==> src/include/csw_pkg.sv <==
// constants, types and tables for the chip-select wait and timing block
package csw_pkg;

  // bus and pin widths
  localparam int PADDR_W = 8;
  localparam int PDATA_W = 32;
  localparam int EXT_AW  = 16;
  localparam int EXT_DW  = 16;
  localparam int LANES   = 2;

  // register byte offsets
  localparam logic [PADDR_W-1:0] OFF_TIMING = 8'h00;
  localparam logic [PADDR_W-1:0] OFF_ADDR   = 8'h04;
  localparam logic [PADDR_W-1:0] OFF_WDATA  = 8'h08;
  localparam logic [PADDR_W-1:0] OFF_CMD    = 8'h0C;
  localparam logic [PADDR_W-1:0] OFF_STATUS = 8'h10;
  localparam logic [PADDR_W-1:0] OFF_RDATA  = 8'h14;

  // timing register fields
  localparam int TIM_WAIT_LSB = 7;
  localparam int TIM_WAIT_MSB = 10;
  localparam int TIM_MASK_BIT = 6;
  localparam int TIM_RSV_LSB  = 2;
  localparam int TIM_RSV_MSB  = 5;
  localparam int TIM_HOLD_LSB = 0;
  localparam int TIM_HOLD_MSB = 1;

  // command and status fields
  localparam int CMD_START_BIT = 0;
  localparam int CMD_WRITE_BIT = 1;
  localparam int STAT_BUSY_BIT = 0;
  localparam int STAT_DONE_BIT = 1;

  // values after reset
  localparam logic [3:0]        WAIT_CODE_RST = 4'h0;
  localparam logic              MASK_RST      = 1'b0;
  localparam logic [1:0]        HOLD_CODE_RST = 2'h0;
  localparam logic [EXT_AW-1:0] EXT_ADDR_RST  = 16'h0000;
  localparam logic [EXT_DW-1:0] EXT_DATA_RST  = 16'h0000;
  localparam logic [PDATA_W-1:0] PRDATA_RST   = 32'h0000_0000;

  // wait cycles per access-wait code, index 15 first; reserved codes run as the longest
  localparam int WCNT_W = 5;
  localparam logic [15:0][WCNT_W-1:0] WAIT_TABLE = {
    5'h18, 5'h18, 5'h18, 5'h18, 5'h12, 5'h0E, 5'h0C, 5'h0A,
    5'h08, 5'h06, 5'h05, 5'h04, 5'h03, 5'h02, 5'h01, 5'h00};
  localparam logic [WCNT_W-1:0] WCNT_ZERO = 5'h00;
  localparam logic [1:0]        HCNT_ZERO = 2'h0;
  localparam logic [1:0]        HOLD_MAX  = 2'h2;

  typedef enum logic [1:0] {
    CSW_IDLE   = 2'b00,
    CSW_SETUP  = 2'b01,
    CSW_STROBE = 2'b11,
    CSW_HOLD   = 2'b10
  } csw_state_t;

endpackage : csw_pkg

==> src/include/csw_wait_if.sv <==
// carrier between the access sequencer and the pin synchroniser
interface csw_wait_if;
  import csw_pkg::*;
  logic              ext_wait_mask;
  logic              wait_active;
  logic [EXT_DW-1:0] rd_data;

  modport ctrl (output ext_wait_mask, input wait_active, input rd_data);
  modport sync (input ext_wait_mask, output wait_active, output rd_data);
endinterface : csw_wait_if

==> src/hw/csw_ctrl.sv <==
// chip-select area access sequencer with wait and hold timing, APB registers
// Notes on behaviour
// - codes 1001..1100 give 12,14,18,24 waits
// - wait mask bit 6: 0 honour, 1 ignore
// - mask applies even with zero wait count
// - bits 5..2 read zero, written zero
// - hold 0.5/1.5/2.5 cycles after strobe
module csw_ctrl
  import csw_pkg::*;
(
  // clock and reset
  input  wire logic               clk,
  input  wire logic               rst_n,
  // apb slave
  input  wire logic [PADDR_W-1:0] paddr,
  input  wire logic               psel,
  input  wire logic               penable,
  input  wire logic               pwrite,
  input  wire logic [PDATA_W-1:0] pwdata,
  output logic      [PDATA_W-1:0] prdata,
  output logic                    pready,
  output logic                    pslverr,
  // external bus
  output logic      [EXT_AW-1:0]  ext_addr,
  output logic      [EXT_DW-1:0]  ext_dout,
  output logic                    ext_dout_oe,
  input  wire logic [EXT_DW-1:0]  ext_din,
  output logic                    area_select_n,
  output logic                    rd_strobe_n,
  output logic      [LANES-1:0]   byte_lane_strobe_n,
  input  wire logic               ext_wait_n,
  // status
  output logic                    busy
);
  import csw_pkg::*;

  typedef enum logic [2:0] {
    CSW_R_TIMING, CSW_R_ADDR, CSW_R_WDATA, CSW_R_CMD, CSW_R_STATUS, CSW_R_RDATA, CSW_R_NONE
  } csw_reg_t;

  function automatic csw_reg_t csw_decode(input logic [PADDR_W-1:0] a);
    case (a)
      OFF_TIMING: csw_decode = CSW_R_TIMING;
      OFF_ADDR:   csw_decode = CSW_R_ADDR;
      OFF_WDATA:  csw_decode = CSW_R_WDATA;
      OFF_CMD:    csw_decode = CSW_R_CMD;
      OFF_STATUS: csw_decode = CSW_R_STATUS;
      OFF_RDATA:  csw_decode = CSW_R_RDATA;
      default:    csw_decode = CSW_R_NONE;
    endcase
  endfunction : csw_decode

  csw_wait_if wif ();

  csw_pin_sync u_sync (
    .clk        (clk),
    .rst_n      (rst_n),
    .ext_wait_n (ext_wait_n),
    .ext_din    (ext_din),
    .wif        (wif)
  );

  // configuration and data registers
  logic [3:0]         wait_code_reg, wait_code_next;
  logic               mask_reg,      mask_next;
  logic [1:0]         hold_code_reg, hold_code_next;
  logic [EXT_AW-1:0]  addr_reg,      addr_next;
  logic [EXT_DW-1:0]  wdata_reg,     wdata_next;
  logic [EXT_DW-1:0]  rdata_reg,     rdata_next;
  logic               done_reg,      done_next;
  // apb answer registers
  logic               pready_reg,    pready_next;
  logic               pslverr_reg,   pslverr_next;
  logic [PDATA_W-1:0] prdata_reg,    prdata_next;
  // sequencer registers
  csw_state_t         state_reg,     state_next;
  logic               dir_wr_reg,    dir_wr_next;
  logic [WCNT_W-1:0]  wcnt_reg,      wcnt_next;
  logic [1:0]         hcnt_reg,      hcnt_next;
  logic               sel_on_reg,    sel_on_next;
  logic               rd_stb_n_reg,  rd_stb_n_next;
  logic [LANES-1:0]   wr_stb_n_reg,  wr_stb_n_next;
  logic               oe_reg,        oe_next;
  logic               area_sel_n_reg;

  csw_reg_t           sel_reg_id;
  logic               acc_phase;
  logic               wr_take;
  logic               start_req;
  logic               done_set;
  logic               done_clr;
  logic [PDATA_W-1:0] rd_mux;

  assign wif.ext_wait_mask = mask_reg;
  assign sel_reg_id        = csw_decode(paddr);
  assign acc_phase         = psel & penable;
  // writes land on the edge that samples pready high
  assign wr_take           = acc_phase & pready_reg & pwrite;
  assign start_req         = wr_take & (sel_reg_id == CSW_R_CMD) & pwdata[CMD_START_BIT];
  assign done_clr          = wr_take & (sel_reg_id == CSW_R_STATUS) & pwdata[STAT_DONE_BIT];

  // read data multiplexer
  always_comb begin
    rd_mux = PRDATA_RST;
    case (sel_reg_id)
      CSW_R_TIMING: begin
        rd_mux[TIM_WAIT_MSB:TIM_WAIT_LSB] = wait_code_reg;
        rd_mux[TIM_MASK_BIT]              = mask_reg;
        rd_mux[TIM_RSV_MSB:TIM_RSV_LSB]   = 4'h0;
        rd_mux[TIM_HOLD_MSB:TIM_HOLD_LSB] = hold_code_reg;
      end
      CSW_R_ADDR:   rd_mux[EXT_AW-1:0] = addr_reg;
      CSW_R_WDATA:  rd_mux[EXT_DW-1:0] = wdata_reg;
      CSW_R_CMD:    rd_mux[CMD_WRITE_BIT] = dir_wr_reg;
      CSW_R_STATUS: begin
        rd_mux[STAT_BUSY_BIT] = (state_reg != CSW_IDLE);
        rd_mux[STAT_DONE_BIT] = done_reg;
      end
      CSW_R_RDATA:  rd_mux[EXT_DW-1:0] = rdata_reg;
      default:      rd_mux = PRDATA_RST;
    endcase
  end

  // apb slave: one wait state, answer from registers
  always_comb begin
    pready_next  = acc_phase & ~pready_reg;
    pslverr_next = acc_phase & ~pready_reg & (sel_reg_id == CSW_R_NONE);
    prdata_next  = prdata_reg;
    if (acc_phase && !pready_reg && !pwrite) begin
      prdata_next = rd_mux;
    end
  end

  // configuration writes; the wait code is taken at setup, while mask and hold also act on an access already running
  always_comb begin
    wait_code_next = wait_code_reg;
    mask_next      = mask_reg;
    hold_code_next = hold_code_reg;
    addr_next      = addr_reg;
    wdata_next     = wdata_reg;
    if (wr_take) begin
      case (sel_reg_id)
        CSW_R_TIMING: begin
          // reserved codes are not trapped; they run as 24 waits
          wait_code_next = pwdata[TIM_WAIT_MSB:TIM_WAIT_LSB];
          mask_next      = pwdata[TIM_MASK_BIT];
          hold_code_next = pwdata[TIM_HOLD_MSB:TIM_HOLD_LSB];
        end
        CSW_R_ADDR:  addr_next  = pwdata[EXT_AW-1:0];
        CSW_R_WDATA: wdata_next = pwdata[EXT_DW-1:0];
        default: begin
        end
      endcase
    end
  end

  // access sequencer
  always_comb begin
    state_next    = state_reg;
    dir_wr_next   = dir_wr_reg;
    wcnt_next     = wcnt_reg;
    hcnt_next     = hcnt_reg;
    sel_on_next   = sel_on_reg;
    rd_stb_n_next = rd_stb_n_reg;
    wr_stb_n_next = wr_stb_n_reg;
    oe_next       = oe_reg;
    rdata_next    = rdata_reg;
    done_set      = 1'b0;
    case (state_reg)
      CSW_IDLE: begin
        // a start while busy is ignored, only idle accepts it
        if (start_req) begin
          state_next  = CSW_SETUP;
          dir_wr_next = pwdata[CMD_WRITE_BIT];
          sel_on_next = 1'b1;
          oe_next     = pwdata[CMD_WRITE_BIT];
        end
      end
      CSW_SETUP: begin
        state_next = CSW_STROBE;
        wcnt_next  = WAIT_TABLE[wait_code_reg];
        if (dir_wr_reg) begin
          wr_stb_n_next = {LANES{1'b0}};
        end else begin
          rd_stb_n_next = 1'b0;
        end
      end
      CSW_STROBE: begin
        if (wcnt_reg != WCNT_ZERO) begin
          wcnt_next = wcnt_reg - 5'h01;
        // wait checked even at zero count
        end else if (wif.wait_active) begin
          wcnt_next = WCNT_ZERO;
        end else begin
          rd_stb_n_next = 1'b1;
          wr_stb_n_next = {LANES{1'b1}};
          if (!dir_wr_reg) begin
            rdata_next = wif.rd_data;
          end
          if (hold_code_reg == HCNT_ZERO) begin
            sel_on_next = 1'b0;
            oe_next     = 1'b0;
            done_set    = 1'b1;
            state_next  = CSW_IDLE;
          end else begin
            // code 11 is undefined and runs as the longest hold
            hcnt_next  = ((hold_code_reg > HOLD_MAX) ? HOLD_MAX : hold_code_reg) - 2'h1;
            state_next = CSW_HOLD;
          end
        end
      end
      CSW_HOLD: begin
        if (hcnt_reg == HCNT_ZERO) begin
          sel_on_next = 1'b0;
          oe_next     = 1'b0;
          done_set    = 1'b1;
          state_next  = CSW_IDLE;
        end else begin
          hcnt_next = hcnt_reg - 2'h1;
        end
      end
      default: begin
        state_next    = CSW_IDLE;
        sel_on_next   = 1'b0;
        rd_stb_n_next = 1'b1;
        wr_stb_n_next = {LANES{1'b1}};
        oe_next       = 1'b0;
      end
    endcase
    // completion beats a clear in the same cycle
    done_next = done_set | (done_reg & ~done_clr);
  end

  always_ff @(posedge clk or negedge rst_n) begin
    if (!rst_n) begin
      wait_code_reg <= WAIT_CODE_RST;
      mask_reg      <= MASK_RST;
      hold_code_reg <= HOLD_CODE_RST;
      addr_reg      <= EXT_ADDR_RST;
      wdata_reg     <= EXT_DATA_RST;
      rdata_reg     <= EXT_DATA_RST;
      done_reg      <= 1'b0;
      pready_reg    <= 1'b0;
      pslverr_reg   <= 1'b0;
      prdata_reg    <= PRDATA_RST;
      state_reg     <= CSW_IDLE;
      dir_wr_reg    <= 1'b0;
      wcnt_reg      <= WCNT_ZERO;
      hcnt_reg      <= HCNT_ZERO;
      sel_on_reg    <= 1'b0;
      rd_stb_n_reg  <= 1'b1;
      wr_stb_n_reg  <= {LANES{1'b1}};
      oe_reg        <= 1'b0;
    end else begin
      wait_code_reg <= wait_code_next;
      mask_reg      <= mask_next;
      hold_code_reg <= hold_code_next;
      addr_reg      <= addr_next;
      wdata_reg     <= wdata_next;
      rdata_reg     <= rdata_next;
      done_reg      <= done_next;
      pready_reg    <= pready_next;
      pslverr_reg   <= pslverr_next;
      prdata_reg    <= prdata_next;
      state_reg     <= state_next;
      dir_wr_reg    <= dir_wr_next;
      wcnt_reg      <= wcnt_next;
      hcnt_reg      <= hcnt_next;
      sel_on_reg    <= sel_on_next;
      rd_stb_n_reg  <= rd_stb_n_next;
      wr_stb_n_reg  <= wr_stb_n_next;
      oe_reg        <= oe_next;
    end
  end

  // falling-edge stage adds the half cycle
  always_ff @(negedge clk or negedge rst_n) begin
    if (!rst_n) begin
      area_sel_n_reg <= 1'b1;
    end else begin
      area_sel_n_reg <= ~sel_on_reg;
    end
  end

  assign prdata             = prdata_reg;
  assign pready             = pready_reg;
  assign pslverr            = pslverr_reg;
  // address and data stay on the pins after deselect; only the select marks validity
  assign ext_addr           = addr_reg;
  assign ext_dout           = wdata_reg;
  assign ext_dout_oe        = oe_reg;
  assign area_select_n      = area_sel_n_reg;
  assign rd_strobe_n        = rd_stb_n_reg;
  assign byte_lane_strobe_n = wr_stb_n_reg;
  assign busy               = sel_on_reg;

endmodule : csw_ctrl

==> src/hw/csw_pin_sync.sv <==
// two-stage synchronisers for the external wait and read data pins
module csw_pin_sync
  import csw_pkg::*;
(
  // clock and reset
  input  wire logic              clk,
  input  wire logic              rst_n,
  // pins
  input  wire logic              ext_wait_n,
  input  wire logic [EXT_DW-1:0] ext_din,
  // sequencer side
  csw_wait_if.sync               wif
);
  import csw_pkg::*;

  logic              wait_s1_reg, wait_s2_reg;
  logic              wait_s1_next, wait_s2_next;
  logic [EXT_DW-1:0] din_s1_reg, din_s2_reg;
  logic [EXT_DW-1:0] din_s1_next, din_s2_next;

  always_comb begin
    wait_s1_next = ext_wait_n;
    wait_s2_next = wait_s1_reg;
    din_s1_next  = ext_din;
    din_s2_next  = din_s1_reg;
  end

  // idle level of the wait pin is high, so reset to released
  always_ff @(posedge clk or negedge rst_n) begin
    if (!rst_n) begin
      wait_s1_reg <= 1'b1;
      wait_s2_reg <= 1'b1;
      din_s1_reg  <= EXT_DATA_RST;
      din_s2_reg  <= EXT_DATA_RST;
    end else begin
      wait_s1_reg <= wait_s1_next;
      wait_s2_reg <= wait_s2_next;
      din_s1_reg  <= din_s1_next;
      din_s2_reg  <= din_s2_next;
    end
  end

  assign wif.wait_active = ~wait_s2_reg & ~wif.ext_wait_mask;
  assign wif.rd_data     = din_s2_reg;

endmodule : csw_pin_sync

==> config.mk <==
export PLATFORM = sky130hd
export DESIGN_NAME = csw_ctrl
export DESIGN_NICKNAME = d
export VERILOG_FILES = /design/src/include/csw_pkg.sv /design/src/include/csw_wait_if.sv /design/src/hw/csw_ctrl.sv /design/src/hw/csw_pin_sync.sv
export SDC_FILE = /design/constraint.sdc
export NUM_CORES = 1
export LEC_CHECK = 0
export BUFFER_PORTS_ARGS = -buffer_cell sky130_fd_sc_hd__clkbuf_2
export CORE_MARGIN = 4
export CORE_UTILIZATION = 35
export DETAILED_ROUTE_END_ITERATION = 10
export GPL_TIMING_DRIVEN = 0
export PLACE_DENSITY = 0.58
export SLEW_MARGIN = 0
export SYNTH_ARGS = -nofsm -noshare
export SYNTH_HDL_FRONTEND = slang
export SYNTH_SLANG_ARGS = --single-unit
==> constraint.sdc <==
create_clock -name clk -period 3.2 [get_ports clk]
set_input_delay 0.64 -clock clk [delete_from_list [all_inputs] [get_ports clk]]
set_output_delay 0.64 -clock clk [all_outputs]
set_load 0.01 [all_outputs]
==> results.py <==
metrics = {
    "run_status": {
        "outcome": "complete, but fails checks",
        "failed_checks": "negative setup slack",
    },
    "setup_path": {
        "cp.buffers_inverters": 1,
        "required_ns": 2.56,
        "slowest_stage": "dfstp_2",
        "crit_type": "reg -> out",
        "critPathMaxFanout": 1,
        "max_stage_delay_ns": 0.51,
        "cp-start-kind": "register",
        "worstPathArrival_ns": 2.64,
        "cp-end-kind": "output pin",
        "path_cells": "buf_6",
        "path_delay_family": "flip-flops",
    },
    "cells_and_area": {
        "diodes": 0,
        "area_growth_pct": 26.9,
        "stdcell_area_um2": 6690,
        "seq_area_um2": 3080,
        "fill_cells": 1379,
        "design.final.nets": 636,
        "drive_gt1_frac": 0.397,
        "multi_input_area_um2": 1960,
    },
    "clock_network": {
        "cts_buffers": 17,
        "ctsHoldBuffers": 0,
        "cts_tree": "done",
        "h-tree-depth": 4,
        "clk_latency_ns": 0.43,
        "cts-root-buf": "clkbuf_16",
        "ctsResizeCount": 0,
        "cts_setup_buffers": 0,
        "cts_num_sinks": 123,
        "clockBufferDepth": 2,
        "path_clk_slew_ns": 0.05,
    },
    "yosys": {
        "synth_most_common_cell": "dfrtp_1",
        "synth-seq-cells": 123,
        "synth_area_leaders": "dfrtp_1 (56%), mux2_2 (10%), o21ai_0 (3.2%)",
        "synth_top_area_share": 0.560,
        "yosysWarningCount": 0,
        "synth_cell_types": 54,
        "synthFlopType": "dfrtp_1",
        "async_flop_share": 1.00,
        "avgSynthCellArea_um2": 12.2,
        "synth_common_cells": "dfrtp_1 (118), mux2_2 (49), o21ai_0 (34)",
        "synth_largest_area_cell": "dfrtp_1",
        "syn-cell-area_um2": 5270,
        "yosysSeqAreaShare": 0.585,
        "synthCells": 431,
        "synth_edf_count": 0,
    },
    "place": {
        "pre_cts_ws_ns": -0.0437,
        "gp_congestion": 0.808,
        "port_buffers": 101,
        "dpl.hpwl_um": 9130,
        "placed_area_um2": 6100,
    },
    "floorplan": {
        "core_region_area_um2": 14600,
        "die_area_um2": 17100,
        "num_rows": 44,
        "start_util": 0.360,
        "io_pins": 134,
        "die_h_um": 131,
        "die_w_um": 131,
    },
    "timing": {
        "setup_viol": 1,
        "finalWorstSetupSlack_ns": -0.0764,
        "slew_headroom": 0.326,
        "hold_violations": 0,
        "tightest_slew_ns": 1.01,
        "hold_ws_ns": 0.142,
        "fin_skew_ns": 0.0241,
        "rsz0062_at_grt": "yes",
        "slew_viol_final": 0,
    },
    "power": {
        "power.switching_mw": 1.15,
        "switching_share": 0.265,
        "seq_power_share": 0.422,
        "p_leak_nw": 3.23,
        "intPower_mw": 3.19,
        "ir_drop_v": 0.000337,
        "clkPwrFrac": 0.430,
        "pwr-share-comb": 0.148,
        "power_density_nw_per_um2": 650,
    },
    "drt": {
        "num_vias": 3778,
        "drc_errors": 0,
        "drt_iter0_markers": 236,
        "dr.pass1.iters": 4,
        "finalWirelength_um": 12200,
        "ant_nets": 0,
        "post_drt_via_cell_ratio": 4.95,
        "wl_per_cell_um": 16.0,
    },
    "global_route": {
        "grt_max_degree": 87,
        "grt_pass1_vias": 3828,
        "antenna_found_initial": 0,
        "overflow": 0,
        "grt_usage": 0.150,
        "grt_pass1_wl_um": 19500,
    },
    "flow_run": {
        "maxCapViolCount": 0,
    },
    "hold_path": {
        "min_path_type": "in -> async",
    },
}
metrics by stage:
| stage | power [mW] | std cells | utilization | setup TNS [ns] |
|---|---|---|---|---|
| floorplan | 2.29 | 446 | - | 0 |
| global placement | 2.47 | 731 | 0.414 | -37.09 |
| detailed placement | 2.51 | 732 | 0.417 | -0.120 |
| CTS | 4.39 | 763 | 0.456 | -0.118 |
| global route | 4.56 | 763 | 0.457 | -0.103 |
| finish | 4.35 | 763 | 0.457 | -0.0764 |
power by group through the flow:
stage	Sequential, mW	Combinational, mW	Clock, mW
after detailed placement	1.86	0.646	0.00391
after global placement	1.85	0.614	0.00391
final	1.84	0.644	1.87
after floorplan	1.84	0.450	0.00391
after CTS	1.84	0.646	1.91
after global routing	1.86	0.718	1.98
routing by layer:
| layer | global-route usage | wire, µm | vias to the layer above |
|---|---|---|---|
| li1 | - | - | 1782 |
| met3 | 0.0455 | 788 | 21 |
| met2 | 0.249 | 6070 | 120 |
| met5 | 0 | 0 | - |
| met4 | 0.0611 | 246 | 0 |
| met1 | 0.183 | 5150 | 1855 |
cell type report:
type | count | share of cell area
plain buffers | 36 | 0.0340
multi-input cells | 273 | 0.293
flip-flops and latches | 123 | 0.461
well taps | 184 | 0.0344
clock buffers | 18 | 0.0656
repair buffers | 102 | 0.0819
clock inverters | 14 | 0.0223
inverters | 13 | 0.00729
layout by cell type (no fill, tap or decap), drive strengths merged, types with 2 or more instances in the layout:
| cell | instances |
|---|---|
| nor3b | 3 |
| a21o | 2 |
| o22ai | 5 |
| a31oi | 2 |
| conb | 16 |
| nor2b | 4 |
| nand2b | 6 |
| dfrtp | 118 |
| a22oi | 3 |
| nor2 | 18 |
| or2 | 2 |
| clkinv | 6 |
| bufinv | 2 |
| a21oi | 21 |
| dfstp | 5 |
| nand2 | 32 |
| and3 | 3 |
| mux2 | 56 |
| clkinvlp | 3 |
| ha | 7 |
| nor3 | 6 |
| or3 | 5 |
| mux2i | 5 |
| o21ai | 35 |
| a22o | 13 |
| inv | 16 |
| nor4 | 2 |
| a211oi | 3 |
| buf | 27 |
| nor4b | 2 |
| nand4 | 2 |
| clkbuf | 129 |
| a222oi | 4 |
| nand3 | 3 |
cells by family (layout without fill, tap and decap cells):
| family | count (synthesis) | after routing | synth area share |
|---|---|---|---|
| DFF | 123 | 123 | 0.585 |
| buffers and inverters | 50 | 183 | 0.0532 |
| other | 1 | 16 | 0.000711 |
| adders and majority gates | 7 | 7 | 0.0166 |
| muxes | 61 | 61 | 0.134 |
| and+or+nand+nor | 91 | 91 | 0.0909 |
| AOI/OAI and AO/OA | 98 | 98 | 0.119 |
worst paths after layout:
kind	slack (ns)	depth (start not counted)	from	endpoint
setup / recovery	-0.08	1	area_select_n$_DFF_NN1_	area_select_n
hold / removal	0.14	1	rst_n	u_sync.din_s1_reg[3]$_DFF_PN0_
setup reg to reg	0.27	7	wcnt_reg[0]$_DFFE_PN0P_	rdata_reg[8]$_DFFE_PN0P_
hold reg to reg	0.35	0	u_sync.din_s1_reg[7]$_DFF_PN0_	u_sync.wif.rd_data[7]$_DFF_PN0_
max in group asynchronous	1.17	1	rst_n	area_select_n$_DFF_NN1_
min in group clk	0.32	1	ext_wait_n	u_sync.wait_s1_reg$_DFF_PN1_
Power figures use the tool's default switching activity.
